### src/scp_pkg.sv
// Purpose: constants and types for the system clock select and prescaler block
// Assumes: 100 MHz master clock, classic Wishbone register access
// Notes:   register byte address is four times the register index
//
// Summary of operation
// - rc source: 6 CK wake, selectable reset delay
// - reset-disable fuse stretches shortest delay to 4.1ms
// - watchdog keeps its own oscillator clock
// - source code 0011 selects 128kHz oscillator
// - 128kHz source: 6 CK wake, 4ms/64ms delays
// - source code 0000 selects external clock pin
// - external source: 6 CK wake, selectable delays
// - clock output fuse drives clock pin, even in reset
// - clock pin carries the divided system clock, the undivided source clock in reset
// - timer oscillator allowed only with rc source
// - timer external clock enable accepts pin-one clock
// - prescaler divides cpu, io and flash alike
// - division change glitch-free, no faster intermediate
// - new division active within T1 to T1+2T2
// - counter state not readable by software
// - change enable opens only with zero others
// - select codes 0..8 give divide 1..256
// - reset select 0011 with fuse, else 0000
`default_nettype none
package scp_pkg;
    // ==========================================================
    // register map (index, byte address is index times four)
    localparam logic [7:0]  PRESCALE_IDX    = 8'h61;
    localparam logic [7:0]  TIMER_CTRL_IDX  = 8'h70;
    localparam logic [7:0]  STATUS_IDX      = 8'h71;
    localparam int          PCE_BIT         = 7;
    localparam int          EXT_CLK_BIT     = 0;
    localparam logic [3:0]  SEL_RESET_DIV8  = 4'h3;
    localparam logic [3:0]  SEL_RESET_PLAIN = 4'h0;
    localparam logic [3:0]  SEL_MAX         = 4'h8;
    localparam logic [2:0]  PCE_WINDOW      = 3'h4;
    // ==========================================================
    // clock source and start-up codes
    localparam logic [3:0]  SRC_EXT         = 4'h0;
    localparam logic [3:0]  SRC_RC          = 4'h2;
    localparam logic [3:0]  SRC_LF          = 4'h3;
    localparam logic [1:0]  STARTUP_SHORT   = 2'h0;
    localparam logic [1:0]  STARTUP_MID     = 2'h1;
    // ==========================================================
    // timing
    localparam int          CLK_MHZ         = 100;
    localparam int          BASE_CK         = 19;
    localparam int          WAKE_CK         = 6;
    localparam int          T_4P1MS_US      = 4100;
    localparam int          T_65MS_US       = 65000;
    localparam int          T_4MS_US        = 4000;
    localparam int          T_64MS_US       = 64000;
    // ==========================================================
    // static configuration carrier
    typedef struct packed {
        logic [3:0] clock_source_select;
        logic [1:0] startup_time_select;
        logic       reset_pin_disable_fuse;
        logic       clock_output_fuse;
        logic       divide_by_eight_fuse;
    } scp_cfg_t;
    typedef struct packed {
        logic [11:0] adr;
        logic [31:0] dat;
        logic [3:0]  sel;
        logic        we;
        logic        cyc;
        logic        stb;
    } scp_wb_req_t;
endpackage
`default_nettype wire

### src/scp_top.sv
// Purpose: clock source selection, start-up delay and glitch-free system prescaler
// Assumes: oscillator and pin inputs are synchronous to clk_i, clk_i is the undivided master
// Notes:   the divided clock is delivered as a one-cycle enable, the pin as a toggle
`timescale 1ns/10ps
`default_nettype none
module scp_top #(
    parameter int DLY_4P1MS_CYC = scp_pkg::T_4P1MS_US * scp_pkg::CLK_MHZ,
    parameter int DLY_65MS_CYC  = scp_pkg::T_65MS_US * scp_pkg::CLK_MHZ,
    parameter int DLY_4MS_CYC   = scp_pkg::T_4MS_US * scp_pkg::CLK_MHZ,
    parameter int DLY_64MS_CYC  = scp_pkg::T_64MS_US * scp_pkg::CLK_MHZ
) (
    // clock and reset
    input  wire logic                 clk_i,
    input  wire logic                 rst_i,
    // static configuration
    input  wire scp_pkg::scp_cfg_t    cfg_i,
    // oscillators and pins
    input  wire logic                 rc_osc_i,
    input  wire logic                 lf_osc_i,
    input  wire logic                 wdt_osc_i,
    input  wire logic                 external_clock_pin_i,
    input  wire logic                 timer_osc_pin_one_i,
    input  wire logic                 wake_i,
    // wishbone slave
    input  wire scp_pkg::scp_wb_req_t wb_i,
    output logic [31:0]               wb_dat_o,
    output logic                      wb_ack_o,
    // clocks out
    output logic                      sys_src_clk_o,
    output logic                      sys_clk_en_o,
    output logic                      wdt_clk_o,
    output logic                      clock_output_pin_o,
    output logic                      clock_output_oe_n_o,
    output logic                      timer_clk_o,
    output logic                      timer_osc_allowed_o,
    output logic                      cpu_run_o
);
    // ==========================================================
    // helpers
    function automatic logic [7:0] div_last(input logic [3:0] sel);
        logic [3:0] s;
        s = (sel > scp_pkg::SEL_MAX) ? scp_pkg::SEL_MAX : sel;
        div_last = 8'((9'h001 << s) - 9'h001);
    endfunction

    function automatic logic [31:0] extra_dly(input scp_pkg::scp_cfg_t c);
        logic lf;
        lf = (c.clock_source_select == scp_pkg::SRC_LF);
        extra_dly = 32'h0;
        if (c.startup_time_select == scp_pkg::STARTUP_SHORT)
        begin
            if (c.reset_pin_disable_fuse)
                extra_dly = 32'(DLY_4P1MS_CYC);
        end
        else if (c.startup_time_select == scp_pkg::STARTUP_MID)
            extra_dly = lf ? 32'(DLY_4MS_CYC) : 32'(DLY_4P1MS_CYC);
        else
            extra_dly = lf ? 32'(DLY_64MS_CYC) : 32'(DLY_65MS_CYC);
    endfunction

    // ==========================================================
    // static configuration capture
    scp_pkg::scp_cfg_t cfg_q;
    always_ff @(posedge clk_i)
    begin
        if (rst_i)
            cfg_q <= cfg_i;
    end

    // ==========================================================
    // source selection
    logic [3:0] src_sel;
    logic       src_lvl;
    logic       src_clk_q;
    logic       rc_sel;
    assign src_sel = rst_i ? cfg_i.clock_source_select : cfg_q.clock_source_select;
    assign rc_sel  = (cfg_q.clock_source_select == scp_pkg::SRC_RC);
    always_comb
    begin
        case (src_sel)
            scp_pkg::SRC_EXT: src_lvl = external_clock_pin_i;
            scp_pkg::SRC_LF:  src_lvl = lf_osc_i;
            default:          src_lvl = rc_osc_i;
        endcase
    end
    always_ff @(posedge clk_i)
    begin
        src_clk_q <= src_lvl;
        wdt_clk_o <= wdt_osc_i;
    end
    assign sys_src_clk_o = src_clk_q;

    // ==========================================================
    // wishbone slave
    logic        req;
    logic        hit_pre;
    logic        hit_tmr;
    logic        hit_sta;
    logic        wr_pre;
    logic [7:0]  wbyte;
    assign req     = wb_i.cyc && wb_i.stb && !wb_ack_o;
    assign hit_pre = (wb_i.adr[11:2] == {2'h0, scp_pkg::PRESCALE_IDX});
    assign hit_tmr = (wb_i.adr[11:2] == {2'h0, scp_pkg::TIMER_CTRL_IDX});
    assign hit_sta = (wb_i.adr[11:2] == {2'h0, scp_pkg::STATUS_IDX});
    assign wbyte   = wb_i.dat[7:0];
    assign wr_pre  = req && wb_i.we && wb_i.sel[0] && hit_pre;

    // ==========================================================
    // prescale control register
    logic [3:0] sel_q;
    logic       pce_q;
    logic [2:0] pce_cnt_q;
    logic       tick_q;
    always_ff @(posedge clk_i)
    begin
        if (rst_i)
        begin
            sel_q     <= cfg_i.divide_by_eight_fuse ? scp_pkg::SEL_RESET_DIV8 : scp_pkg::SEL_RESET_PLAIN;
            pce_q     <= 1'b0;
            pce_cnt_q <= 3'h0;
        end
        else
        begin
            if (wr_pre && !wbyte[scp_pkg::PCE_BIT] && pce_q)
            begin
                sel_q  <= wbyte[3:0];
                pce_q  <= 1'b0;
            end
            else if (wr_pre && wbyte == 8'h80 && !pce_q)
            begin
                pce_q     <= 1'b1;
                pce_cnt_q <= scp_pkg::PCE_WINDOW;
            end
            else if (pce_q && tick_q)
            begin
                pce_cnt_q <= pce_cnt_q - 3'h1;
                if (pce_cnt_q == 3'h1)
                    pce_q <= 1'b0;
            end
        end
    end

    // ==========================================================
    // timer oscillator control
    logic ext_en_q;
    always_ff @(posedge clk_i)
    begin
        if (rst_i)
            ext_en_q <= 1'b0;
        else if (req && wb_i.we && wb_i.sel[0] && hit_tmr)
            ext_en_q <= wbyte[scp_pkg::EXT_CLK_BIT];
    end
    always_ff @(posedge clk_i)
    begin
        if (rst_i)
        begin
            timer_osc_allowed_o <= 1'b0;
            timer_clk_o         <= 1'b0;
        end
        else
        begin
            timer_osc_allowed_o <= rc_sel;
            timer_clk_o         <= rc_sel && ext_en_q && timer_osc_pin_one_i;
        end
    end

    // ==========================================================
    // synchronous counter prescaler, updated only at a period boundary
    logic [3:0] act_q;
    logic [7:0] cnt_q;
    logic       wrap;
    assign wrap = (cnt_q >= div_last(act_q));
    always_ff @(posedge clk_i)
    begin
        if (rst_i)
        begin
            act_q  <= cfg_i.divide_by_eight_fuse ? scp_pkg::SEL_RESET_DIV8 : scp_pkg::SEL_RESET_PLAIN;
            cnt_q  <= 8'h00;
            tick_q <= 1'b0;
        end
        else
        begin
            tick_q <= wrap;
            if (wrap)
            begin
                cnt_q <= 8'h00;
                act_q <= sel_q;
            end
            else
                cnt_q <= cnt_q + 8'h01;
        end
    end
    assign sys_clk_en_o = tick_q;

    // ==========================================================
    // clock output pin
    logic div_tog_q;
    always_ff @(posedge clk_i)
    begin
        if (rst_i)
        begin
            div_tog_q           <= 1'b0;
            clock_output_pin_o  <= cfg_i.clock_output_fuse && src_clk_q;
            clock_output_oe_n_o <= !cfg_i.clock_output_fuse;
        end
        else
        begin
            if (tick_q)
                div_tog_q <= !div_tog_q;
            clock_output_pin_o  <= cfg_q.clock_output_fuse && div_tog_q;
            clock_output_oe_n_o <= !cfg_q.clock_output_fuse;
        end
    end

    // ==========================================================
    // start-up delay after reset and wake
    logic [31:0] dly_q;
    logic        boot_q;
    always_ff @(posedge clk_i)
    begin
        if (rst_i)
        begin
            dly_q     <= 32'h0;
            boot_q    <= 1'b1;
            cpu_run_o <= 1'b0;
        end
        else if (boot_q)
        begin
            boot_q <= 1'b0;
            dly_q  <= 32'(scp_pkg::BASE_CK - 1) + extra_dly(cfg_q);
        end
        else if (wake_i)
        begin
            dly_q     <= 32'(scp_pkg::WAKE_CK - 1);
            cpu_run_o <= 1'b0;
        end
        else if (dly_q != 32'h0)
            dly_q <= dly_q - 32'h1;
        else
            cpu_run_o <= 1'b1;
    end

    // ==========================================================
    // read data and acknowledge
    always_ff @(posedge clk_i)
    begin
        if (rst_i)
        begin
            wb_ack_o <= 1'b0;
            wb_dat_o <= 32'h0;
        end
        else
        begin
            wb_ack_o <= req;
            wb_dat_o <= 32'h0;
            if (req && !wb_i.we)
            begin
                if (hit_pre)
                    wb_dat_o <= {24'h0, pce_q, 3'h0, sel_q};
                else if (hit_tmr)
                    wb_dat_o <= {31'h0, ext_en_q};
                else if (hit_sta)
                    wb_dat_o <= {24'h0, timer_osc_allowed_o, cpu_run_o, 2'h0, cfg_q.clock_source_select};
            end
        end
    end
endmodule
`default_nettype wire

### config.mk
export PLATFORM = sky130hd
export DESIGN_NAME = scp_top
export DESIGN_NICKNAME = d
export VERILOG_FILES = /design/src/scp_pkg.sv /design/src/scp_top.sv
export SDC_FILE = /design/constraint.sdc
export NUM_CORES = 1
export LEC_CHECK = 0
export BUFFER_PORTS_ARGS = -buffer_cell sky130_fd_sc_hd__buf_2
export CORE_MARGIN = 3
export CORE_UTILIZATION = 48
export CTS_CLUSTER_SIZE = 10
export DETAILED_ROUTE_END_ITERATION = 6
export HOLD_SLACK_MARGIN = 0.06
export PLACE_DENSITY = 0.81
export SYNTH_ARGS = -nofsm -noshare
export SYNTH_HDL_FRONTEND = slang
export SYNTH_SLANG_ARGS = --single-unit
### constraint.sdc
create_clock -name clk_i -period 2.81 [get_ports clk_i]
set_input_delay 0.562 -clock clk_i [delete_from_list [all_inputs] [get_ports clk_i]]
set_output_delay 0.562 -clock clk_i [all_outputs]
set_load 0.05 [all_outputs]
# Yosys cells after proc, flatten, opt, wreduce, memory -nomap -nowiden

Cells that the tools add are included.

Add/sub/neg operators: 5
Multiply operators: 0
Divide/modulo/power cells: 0
$lt $le $gt $ge: 2
Equal/unequal tests: 10
Shift-type cells: 1
Multiplexer cells: 31
Bitwise operators: 4
Reduce and logical (&&, ||, !) cells: 39

Operators by type and width:

| kind                                                  | number |
|---|---|
| 2-to-1 mux 32 bit                                     | 6 |
| adder 5 x 32 -> 32 bit (first input constant)         | 1 |
| nonzero test 32 bit                                   | 1 |
| subtractor 32 x 1 -> 32 bit (second input constant)   | 1 |
| equality test 10 x 7 -> 1 bit (second input constant) | 3 |
| 2-to-1 mux 4 bit                                      | 6 |
| 2-to-1 mux 8 bit                                      | 3 |
| 2-to-1 mux 23 bit                                     | 1 |
| 2-to-1 mux 19 bit                                     | 1 |
| 2-to-1 mux 18 bit                                     | 1 |
| logical AND 1 bit                                     | 16 |
| 2-to-1 mux 15 bit                                     | 1 |
| equality test 4 x 2 -> 1 bit (second input constant)  | 3 |
| adder 8 x 1 -> 8 bit (second input constant)          | 1 |
| equality test 8 bit (second input constant)           | 1 |
| greater-or-equal comparator 8 bit                     | 1 |
| 2-to-1 mux 1 bit                                      | 8 |
| nonzero test 2 bit                                    | 4 |
| << shifter 1 x 4 -> 8 bit (first input constant)      | 1 |
| subtractor 8 x 1 -> 8 bit (second input constant)     | 1 |
| logical NOT 1 bit                                     | 7 |
| 2-to-1 mux 3 bit                                      | 2 |
| AND reduction 2 bit                                   | 3 |
| OR reduction 2 bit                                    | 3 |
| 13 further kinds                                      | 16 |

Flip-flop bits (word level): 104
Bits in latches: 0
Bits in writable memories: 0
Memory bits (read-only): 0
Input port bits: 68
Word-level logic and storage cells: 117
Memories kept: 0

# Longest topological paths before layout

Gate-level depths: netlist of the first run.

Depth in word-level cells: 9
Depth in mapped cells: 13
Depth with buffers taken out: 12

# Least setup slack after synthesis of the first run

Ideal clock, no wire load.

Kind: reg2reg
Start: register act_q[0]
End: register act_q[0] (enable)
Library setup time: 0.296 ns
Arrival: 2.725 ns
Path slack: -0.211 ns
Stages on the path, launching flop included: 11
Cells stage by stage: edfxtp_1 or4_1 ha_1 a21o_1 a32oi_1 ha_1 nand4_1 nor2_1 a221o_1 a211o_1 clkbuf_1

Cells in the longest elaborated chain, start to end: 6

Ends and longest elaborated chain:

| what                                | line           | RTL |
|---|---|---|
| from (decl)                         | scp_top.sv:169 | `logic [3:0] act_q;` |
| from (signal assigned)              | scp_top.sv:177 | `act_q <= cfg_i.divide_by_eight_fuse ? scp_pkg::SEL_RESET_DIV8 : scp_pkg::SEL_RESET_PLAIN;` |
| from (signal assigned)              | scp_top.sv:187 | `act_q <= sel_q;` |
| greater-than comparator 4 bit       | scp_top.sv:42  | `s = (sel > scp_pkg::SEL_MAX) ? scp_pkg::SEL_MAX : sel;` |
| 2-to-1 mux 4 bit *                  | scp_top.sv:42  |  |
| << shifter 1 x 4 -> 8 bit *         | scp_top.sv:43  | `div_last = 8'((9'h001 << s) - 9'h001);` |
| subtractor 8 x 1 -> 8 bit *         | scp_top.sv:43  |  |
| greater-or-equal comparator 8 bit * | scp_top.sv:172 | `assign wrap = (cnt_q >= div_last(act_q));` |
| nonzero test 2 bit (no line) *      | n/a            |  |

Every way passes the cells marked *; elsewhere a longest branch is shown, timed or not.
A chain may end at the register's enable or synchronous reset.

# Worst setup path in the final report of the first run

Start: register act_q[3]
End: register cnt_q[2]

Cells in the longest elaborated chain, start to end: 6

Ends and longest elaborated chain:

| what                                | line           | RTL |
|---|---|---|
| greater-than comparator 4 bit       | scp_top.sv:42  |  |
| 2-to-1 mux 4 bit *                  | scp_top.sv:42  |  |
| << shifter 1 x 4 -> 8 bit *         | scp_top.sv:43  |  |
| subtractor 8 x 1 -> 8 bit *         | scp_top.sv:43  |  |
| greater-or-equal comparator 8 bit * | scp_top.sv:172 |  |
| OR reduction 2 bit (no line) *      | n/a            |  |
| to (signal assigned)                | scp_top.sv:190 | `cnt_q <= cnt_q + 8'h01;` |
| to (decl)                           | scp_top.sv:170 | `logic [7:0] cnt_q;` |

Marks and branches as above.

==> results.md, run 1 <==
- Number of flops mapped to enable cells by yosys: 16
- TritonCTS clock tree: yes
- #FFs+latches synth: 78
- Setup WS post-layout: -0.0991 ns
- Via Count: 3774
- Sequential-to-total area share from yosys stat: 0.414
- Fin crit period: 2.91 ns
- Residual DRC: 2
- Async SR Flop Fraction: 0
- Io pins: 109
- Critical Path Fanout Max: 6
- CTS clk-pin slew, worst paths: 0.08 ns
- Ys Warns: 0
- Final setup violation count: 12
- Ys flop type: dfxtp_1
- Synth top area share: 0.299
- Core area: 0.00830 mm^2
- Mapped Cells: 466
- Wire per inst: 15.7 um
- GP Congestion: 0.900
- Die X-Extent: 99.1 um
- # nets final: 618
- First-pass GRT wire length: 16500 um
- Dpl cells: 623
- DIE AREA: 0.00981 mm^2
- Final Cycle Share: 1.04
- Vias per std cell: 5.88
- Worst VDD drop: 0.377 mV
- Overall power: 2.83 mW
- CP Class: flip-flop to flip-flop
- Clock Sinks: 78
- Number of global-route vias before repair: 3619
- Actual slew at the worst max-slew pin: 0.791 ns
- 1st-pass router iterations: 7
- Power per cell area: 584 mW/mm^2
- Layout area overhead: 16.4%
- CP Capture Type: flip-flop
- Fill count: 700
- Most numerous cell in the Yosys netlist: dfxtp_1
- Clk buf depth: 2
- Routed WL: 10100 um
- Slew headroom: 0.468
- Clock buffer count from CTS: 9
- Unique masters post-synth: 59
- Avg Cell Area, Syn: 8.92 um^2
- Failing checks: DRC, setup timing
- Leak: 2.04 nW
- Final Hold Slack: 0.310 ns
- Fmax: 0.344 GHz
- CP arrival: 3.20 ns
- Clk Latency, worst-skew pair: 0.35 ns
- Die Span Y: 99.1 um
- Antenna diodes: 0
- Root Driver: clkbuf_8
- Post-synthesis cell area: 0.00416 mm^2
- Share of cells above drive strength 1: 0.205
- Most common library cells after synthesis: 62 x dfxtp_1, 49 x nor2_1, 28 x a21oi_1
- Post-route non-filler standard cell count: 642
- Initial Utilization: 0.501
- Reg2Reg Setup Slack: -0.1 ns
- Status: finished, violations left
- Pin count of the biggest net entering global routing: 20
- Maximum Capacitance Violations: 0
- GRT Util Overall: 0.204
- # port buffers: 53
- DRT iter0 DRCs: 306
- CP startpoint kind: flip-flop
- Multi-input logic area: 0.00226 mm^2
- Hold Crit Class: input pin to flip-flop
- Antenna Nets Post-Route: 0
- Sequential cell area: 0.00172 mm^2
- Number of antenna violations at the first check in global routing: 0
- H-tree levels: 3
- Cell taking the most area after synthesis: dfxtp_1
- Cell row count: 33
- Clk_skew: 0.0161 ns
- RSZ-0062 raised after global routing: true
- Area contributors post-synth: dfxtp_1 30%, edfxtp_1 12%, ha_1 5.4%
- Detailed placement HPWL: 7110 um
- Final hold viol count: 0
- Gr ovfl total: 0
- Req. time, crit path: 3.10 ns
- Max-slew violations: 0
-- sequential cells by signal (all words and copies together) (netlist names), 3 cells and up --
register	cells
cfg_q	8
dly_q	32
pce_cnt_q	3
act_q	4
wb_dat_o	6
sel_q	4
cnt_q	8
-- where the power goes --
group	internal (mW)	switching, mW	leakage, nW
sequential	1.20	0.0532	0.663
clock	0.564	0.430	0.117
combinational	0.201	0.379	1.26
total	1.96	0.863	2.04
-- cell type report --
class / instances / area share
clock buffers: 11 / 0.0315
clock inverters: 5 / 0.0181
inverters: 20 / 0.0155
multi-input cells: 351 / 0.466
flip-flops and latches: 78 / 0.356
well taps: 105 / 0.0271
repair buffers: 72 / 0.0858
-- logic make-up after synthesis --
kind of cell	count (synthesis)	synth area share
flops	78	0.414
other cells	1	0.000902
xor+xnor	17	0.0358
mux	10	0.0241
simple gates	182	0.235
compound gates	98	0.155
buf+inv	62	0.0801
fa+ha+maj	18	0.0542
-- metrics by stage --
stage | cell area [um^2] | util | setup WS [ns] | setup TNS (ns)
finish | 4840 | 0.583 | -0.0991 | -0.810
global route | 4840 | 0.583 | -0.213 | -2.12
CTS | 4810 | 0.580 | -0.0885 | -0.902
detailed placement | 4530 | 0.546 | -0.115 | -0.923
global placement | 4530 | 0.546 | -0.0625 | -0.437
floorplan | 4280 | - | -0.0465 | -0.186
-- cell usage in the layout (no fill, tap or decap), types with 4 or more instances in the layout --
cell type and n:
nand2b_1 5, edfxtp_1 16, and3_1 6, or4_1 9
o22ai_1 4, o21ai_0 17, o311ai_0 4, a32o_1 4
nand3_1 16, nor4b_1 5, nor2_1 43, a22oi_1 4
dfxtp_1 62, buf_2 53, xor2_1 11, nand4_1 8
or3_1 5, a211oi_1 4, o31ai_1 8, a31oi_1 4
clkbuf_8 9, ha_1 17, nor2b_1 7, nand2_1 23
nor3_1 19, xnor2_1 6, nand3b_1 4, a21oi_1 27
buf_4 17, mux2i_1 10, conb_1 26, nor2_2 6
nor4_1 8, o211ai_1 4, inv_1 20
-- critical path, stage by stage, from the launching register on --
cell and delay, ns:
edfxtp_1 0.39, or4_4 0.57, ha_4 0.20, buf_4 0.13, xnor2_1 0.13, ha_1 0.21
a211o_1 0.26, a221o_1 0.35, a211o_4 0.38, buf_6 0.15, nor2_2 0.08
-- worst paths after layout --
| check | cells after the start | endpoint | from |
|---|---|---|---|
| worst min register to register | 1 | clock_output_oe_n_o | cfg_q[1] |
| worst min-delay path | 1 | wdt_clk_o | wdt_osc_i |
| worst max-delay path | 10 | cnt_q[2] | act_q[3] |
| worst max register to register | 10 | cnt_q[2] | act_q[3] |
-- what timing repair did --
item	CTS	global route
resized for setup	4	8
pin swaps	14	6
setup endpoints to repair	12	13
hold buffers	0	0
gates cloned	0	0
buffers inserted	3	0
-- routing by layer --
layer | part of all wire | track usage
met1 | 0.41 | 0.259
met2 | 0.48 | 0.340
met3 | 0.079 | 0.0460
met4 | 0.023 | 0.0746
met5 | 0 | 0
Note: power is estimated with default switching activity, not from simulation.
==> inputs of run 2 (changes only) <==
--- a/config.mk
+++ b/config.mk
@@ -6,12 +6,11 @@
 export NUM_CORES = 1
 export LEC_CHECK = 0
 export BUFFER_PORTS_ARGS = -buffer_cell sky130_fd_sc_hd__buf_2
-export CORE_MARGIN = 3
-export CORE_UTILIZATION = 48
+export CORE_UTILIZATION = 40
 export CTS_CLUSTER_SIZE = 10
 export DETAILED_ROUTE_END_ITERATION = 6
 export HOLD_SLACK_MARGIN = 0.06
-export PLACE_DENSITY = 0.81
+export PLACE_DENSITY = 0.7
 export SYNTH_ARGS = -nofsm -noshare
 export SYNTH_HDL_FRONTEND = slang
 export SYNTH_SLANG_ARGS = --single-unit
==> run 2 against run 1 <==
The run ends with setup timing left; combinational power is 2% higher; sequential power barely moved; register-to-register slack worse by 0.05 ns; wire length shrank 0.47%; cell count rose by 5.5%; count of clock-buffer cells in the layout down 2; via count fell by 2.8%; die area increased by 10%; largest power group unchanged; hold slack got worse by 0.0081 ns.
==> results.md, run 2 (synthesized netlist as in run 1, its figures left out) <==
- Status: finished, violations left
- Failing checks: setup timing
- Worst VDD drop: 0.309 mV (-18%)
- Wire per inst: 14.9 um (-5.6%)
- Hold_buf cts: 0 (unchanged)
- CP Class: flip-flop to flip-flop
- CP Capture Type: flip-flop
- Worst r2r src: act_q[0]
- Maximum Capacitance Violations: 0 (unchanged)
- Post-route non-filler standard cell count: 677 (+5.5%)
- Biggest registers after layout: dly_q x32, cfg_q x8, cnt_q x8
- Routed WL: 10100 um (-0.47%)
- Clock Sinks: 78 (unchanged)
- Commonest non-fill, non-tap cell in the layout: dfxtp_1
- Via Count: 3669 (-2.8%)
- Die Span Y: 104 um (+4.9%)
- Power per cell area: 549 mW/mm^2 (-6.0%)
- DIE AREA: 0.0108 mm^2 (+10%)
- Clk_skew: 0.0163 ns (+0.000211 ns)
- Clk Latency, worst-skew pair: 0.37 ns (+0.02 ns)
- Pin count of the biggest net entering global routing: 24 (+20%)
- Reg2Reg Setup Slack: -0.15 ns (-0.05 ns)
- Req. time, crit path: 2.94 ns (-0.16 ns)
- Overall power: 2.66 mW (-6.1%)
- Io pins: 109 (unchanged)
- Layout area overhead: 16.4% (about the same)
- First-pass GRT wire length: 16900 um (+2.6%)
- Hold Crit Class: input pin to flip-flop
- Antenna Nets Post-Route: 0 (unchanged)
- Max-slew violations: 0 (unchanged)
- Die X-Extent: 104 um (+4.9%)
- GP Congestion: 0.882 (-2.0%)
- DRT iter0 DRCs: 264 (-14%)
- Detailed placement HPWL: 7250 um (+2.0%)
- Cell row count: 36 (+9.1%)
- Final hold viol count: 0 (unchanged)
- Dpl ws: -0.161 ns (-0.0457 ns)
- Slew headroom: 0.545 (+0.0772)
- Final Cycle Share: 1.05 (+0.0171)
- Share of cells above drive strength 1: 0.204 (-0.000798)
- Fmax: 0.338 GHz (-1.6%)
- Final Util: 0.488 (-0.0949)
- RSZ-0062 raised after global routing: true
- Final Hold Slack: 0.302 ns (-0.00808 ns)
- Fin crit period: 2.96 ns (+0.0479 ns)
- 1st-pass router iterations: 5 (-2)
- GRT Util Overall: 0.192 (-0.0123)
- Placed cell area: 0.00462 mm^2 (+1.9%)
- # nets final: 625 (+1.1%)
- Top reg by flops: dly_q
- Number of global-route vias before repair: 3541 (-2.2%)
- CP arrival: 3.09 ns (-0.11 ns)
- Antenna diodes: 0 (unchanged)
- Dpl cells: 658 (+5.6%)
- Critical Path End: act_q[3]
- Most frequent cells in the layout: 62 x dfxtp_1, 53 x buf_2, 49 x nor2_1, 28 x a21oi_1, 26 x conb_1
- Number of antenna violations at the first check in global routing: 0 (unchanged)
- Finished Cell Area: 0.00484 mm^2 (about the same)
- Worst Setup SP: act_q[0]
- # port buffers: 53 (unchanged)
- Residual DRC: 0 (-2)
- Actual slew at the worst max-slew pin: 0.676 ns (-0.115 ns)
- Clk buf depth: 2 (unchanged)
- Gr ovfl total: 0 (unchanged)
- Clock buffer count from CTS: 9 (unchanged)
- Critical Path Fanout Max: 6 (unchanged)
- H-tree levels: 3 (unchanged)
- TritonCTS clock tree: yes
- Final setup violation count: 12 (unchanged)
- Largest register FFs: 32 (unchanged)
- Core area: 0.00991 mm^2 (+19%)
- Initial Utilization: 0.419 (-0.0814)
- Vias per std cell: 5.42 (-7.8%)
- Leak: 2.05 nW (+0.21%)
- Worst Reg-to-Reg Cells: 9 (-1)
- Setup WS post-layout: -0.147 ns (-0.0479 ns)
- CTS clk-pin slew, worst paths: 0.10 ns (+0.02 ns)
- Final TNS setup: -1.13 ns (-0.325 ns)
- Root Driver: clkbuf_8
- Worst reg2reg endpoint: act_q[3]
- CP startpoint kind: flip-flop
## run 2: routing by layer
metal	global-route usage	part of all wire	vias up
met3	0.0376	0.047	25
met4	0.0755	0.027	0
met1	0.243	0.43	1717
li1	-	-	1805
met5	0	0	-
met2	0.320	0.49	122
## run 2: worst min-delay path by stage
stage	start	end	depth (start not counted)
after floorplan	cfg_q[1]	clock_output_oe_n_o	1
after global placement	cfg_q[1]	clock_output_oe_n_o	1
after detailed placement	cfg_q[1]	clock_output_oe_n_o	1
after CTS	wdt_osc_i	wdt_clk_o	1
after global routing	wdt_osc_i	wdt_clk_o	1
final	wdt_osc_i	wdt_clk_o	1
## run 2: repair_timing
item / 4_1_cts / 5_1_grt
buffers inserted: 2 / 0
resized for setup: 2 / 0
pin swaps: 11 / 2
endpoints found under the setup margin: 12 / 13
cloned: 1 / 0
## run 2: report_power, final
| part | switching (mW) | internal [mW] | leakage (nW) |
|---|---|---|---|
| Sequential | 0.0553 | 1.20 | 0.663 |
| Clock | 0.471 | 0.339 | 0.0863 |
| Combinational | 0.373 | 0.218 | 1.30 |
## run 2: area by class of cell
class,instances,area (um^2)
Tap cell,133,166
Sequential cell,78,1720
Clock buffer,9,124
Fill cell,971,5070
Inverter,20,75.1
Multi-Input combinational cell,352,2240
Timing Repair Buffer,78,453
Clock inverter,7,62.6
## run 2: critical path: stages (launching register included)
cell,delay [ns]
edfxtp_1,0.41
or4_4,0.58
ha_4,0.19
a21o_1,0.15
a32oi_1,0.21
ha_1,0.29
nand4_1,0.09
nor2_1,0.05
a221o_1,0.36
a211o_4,0.39
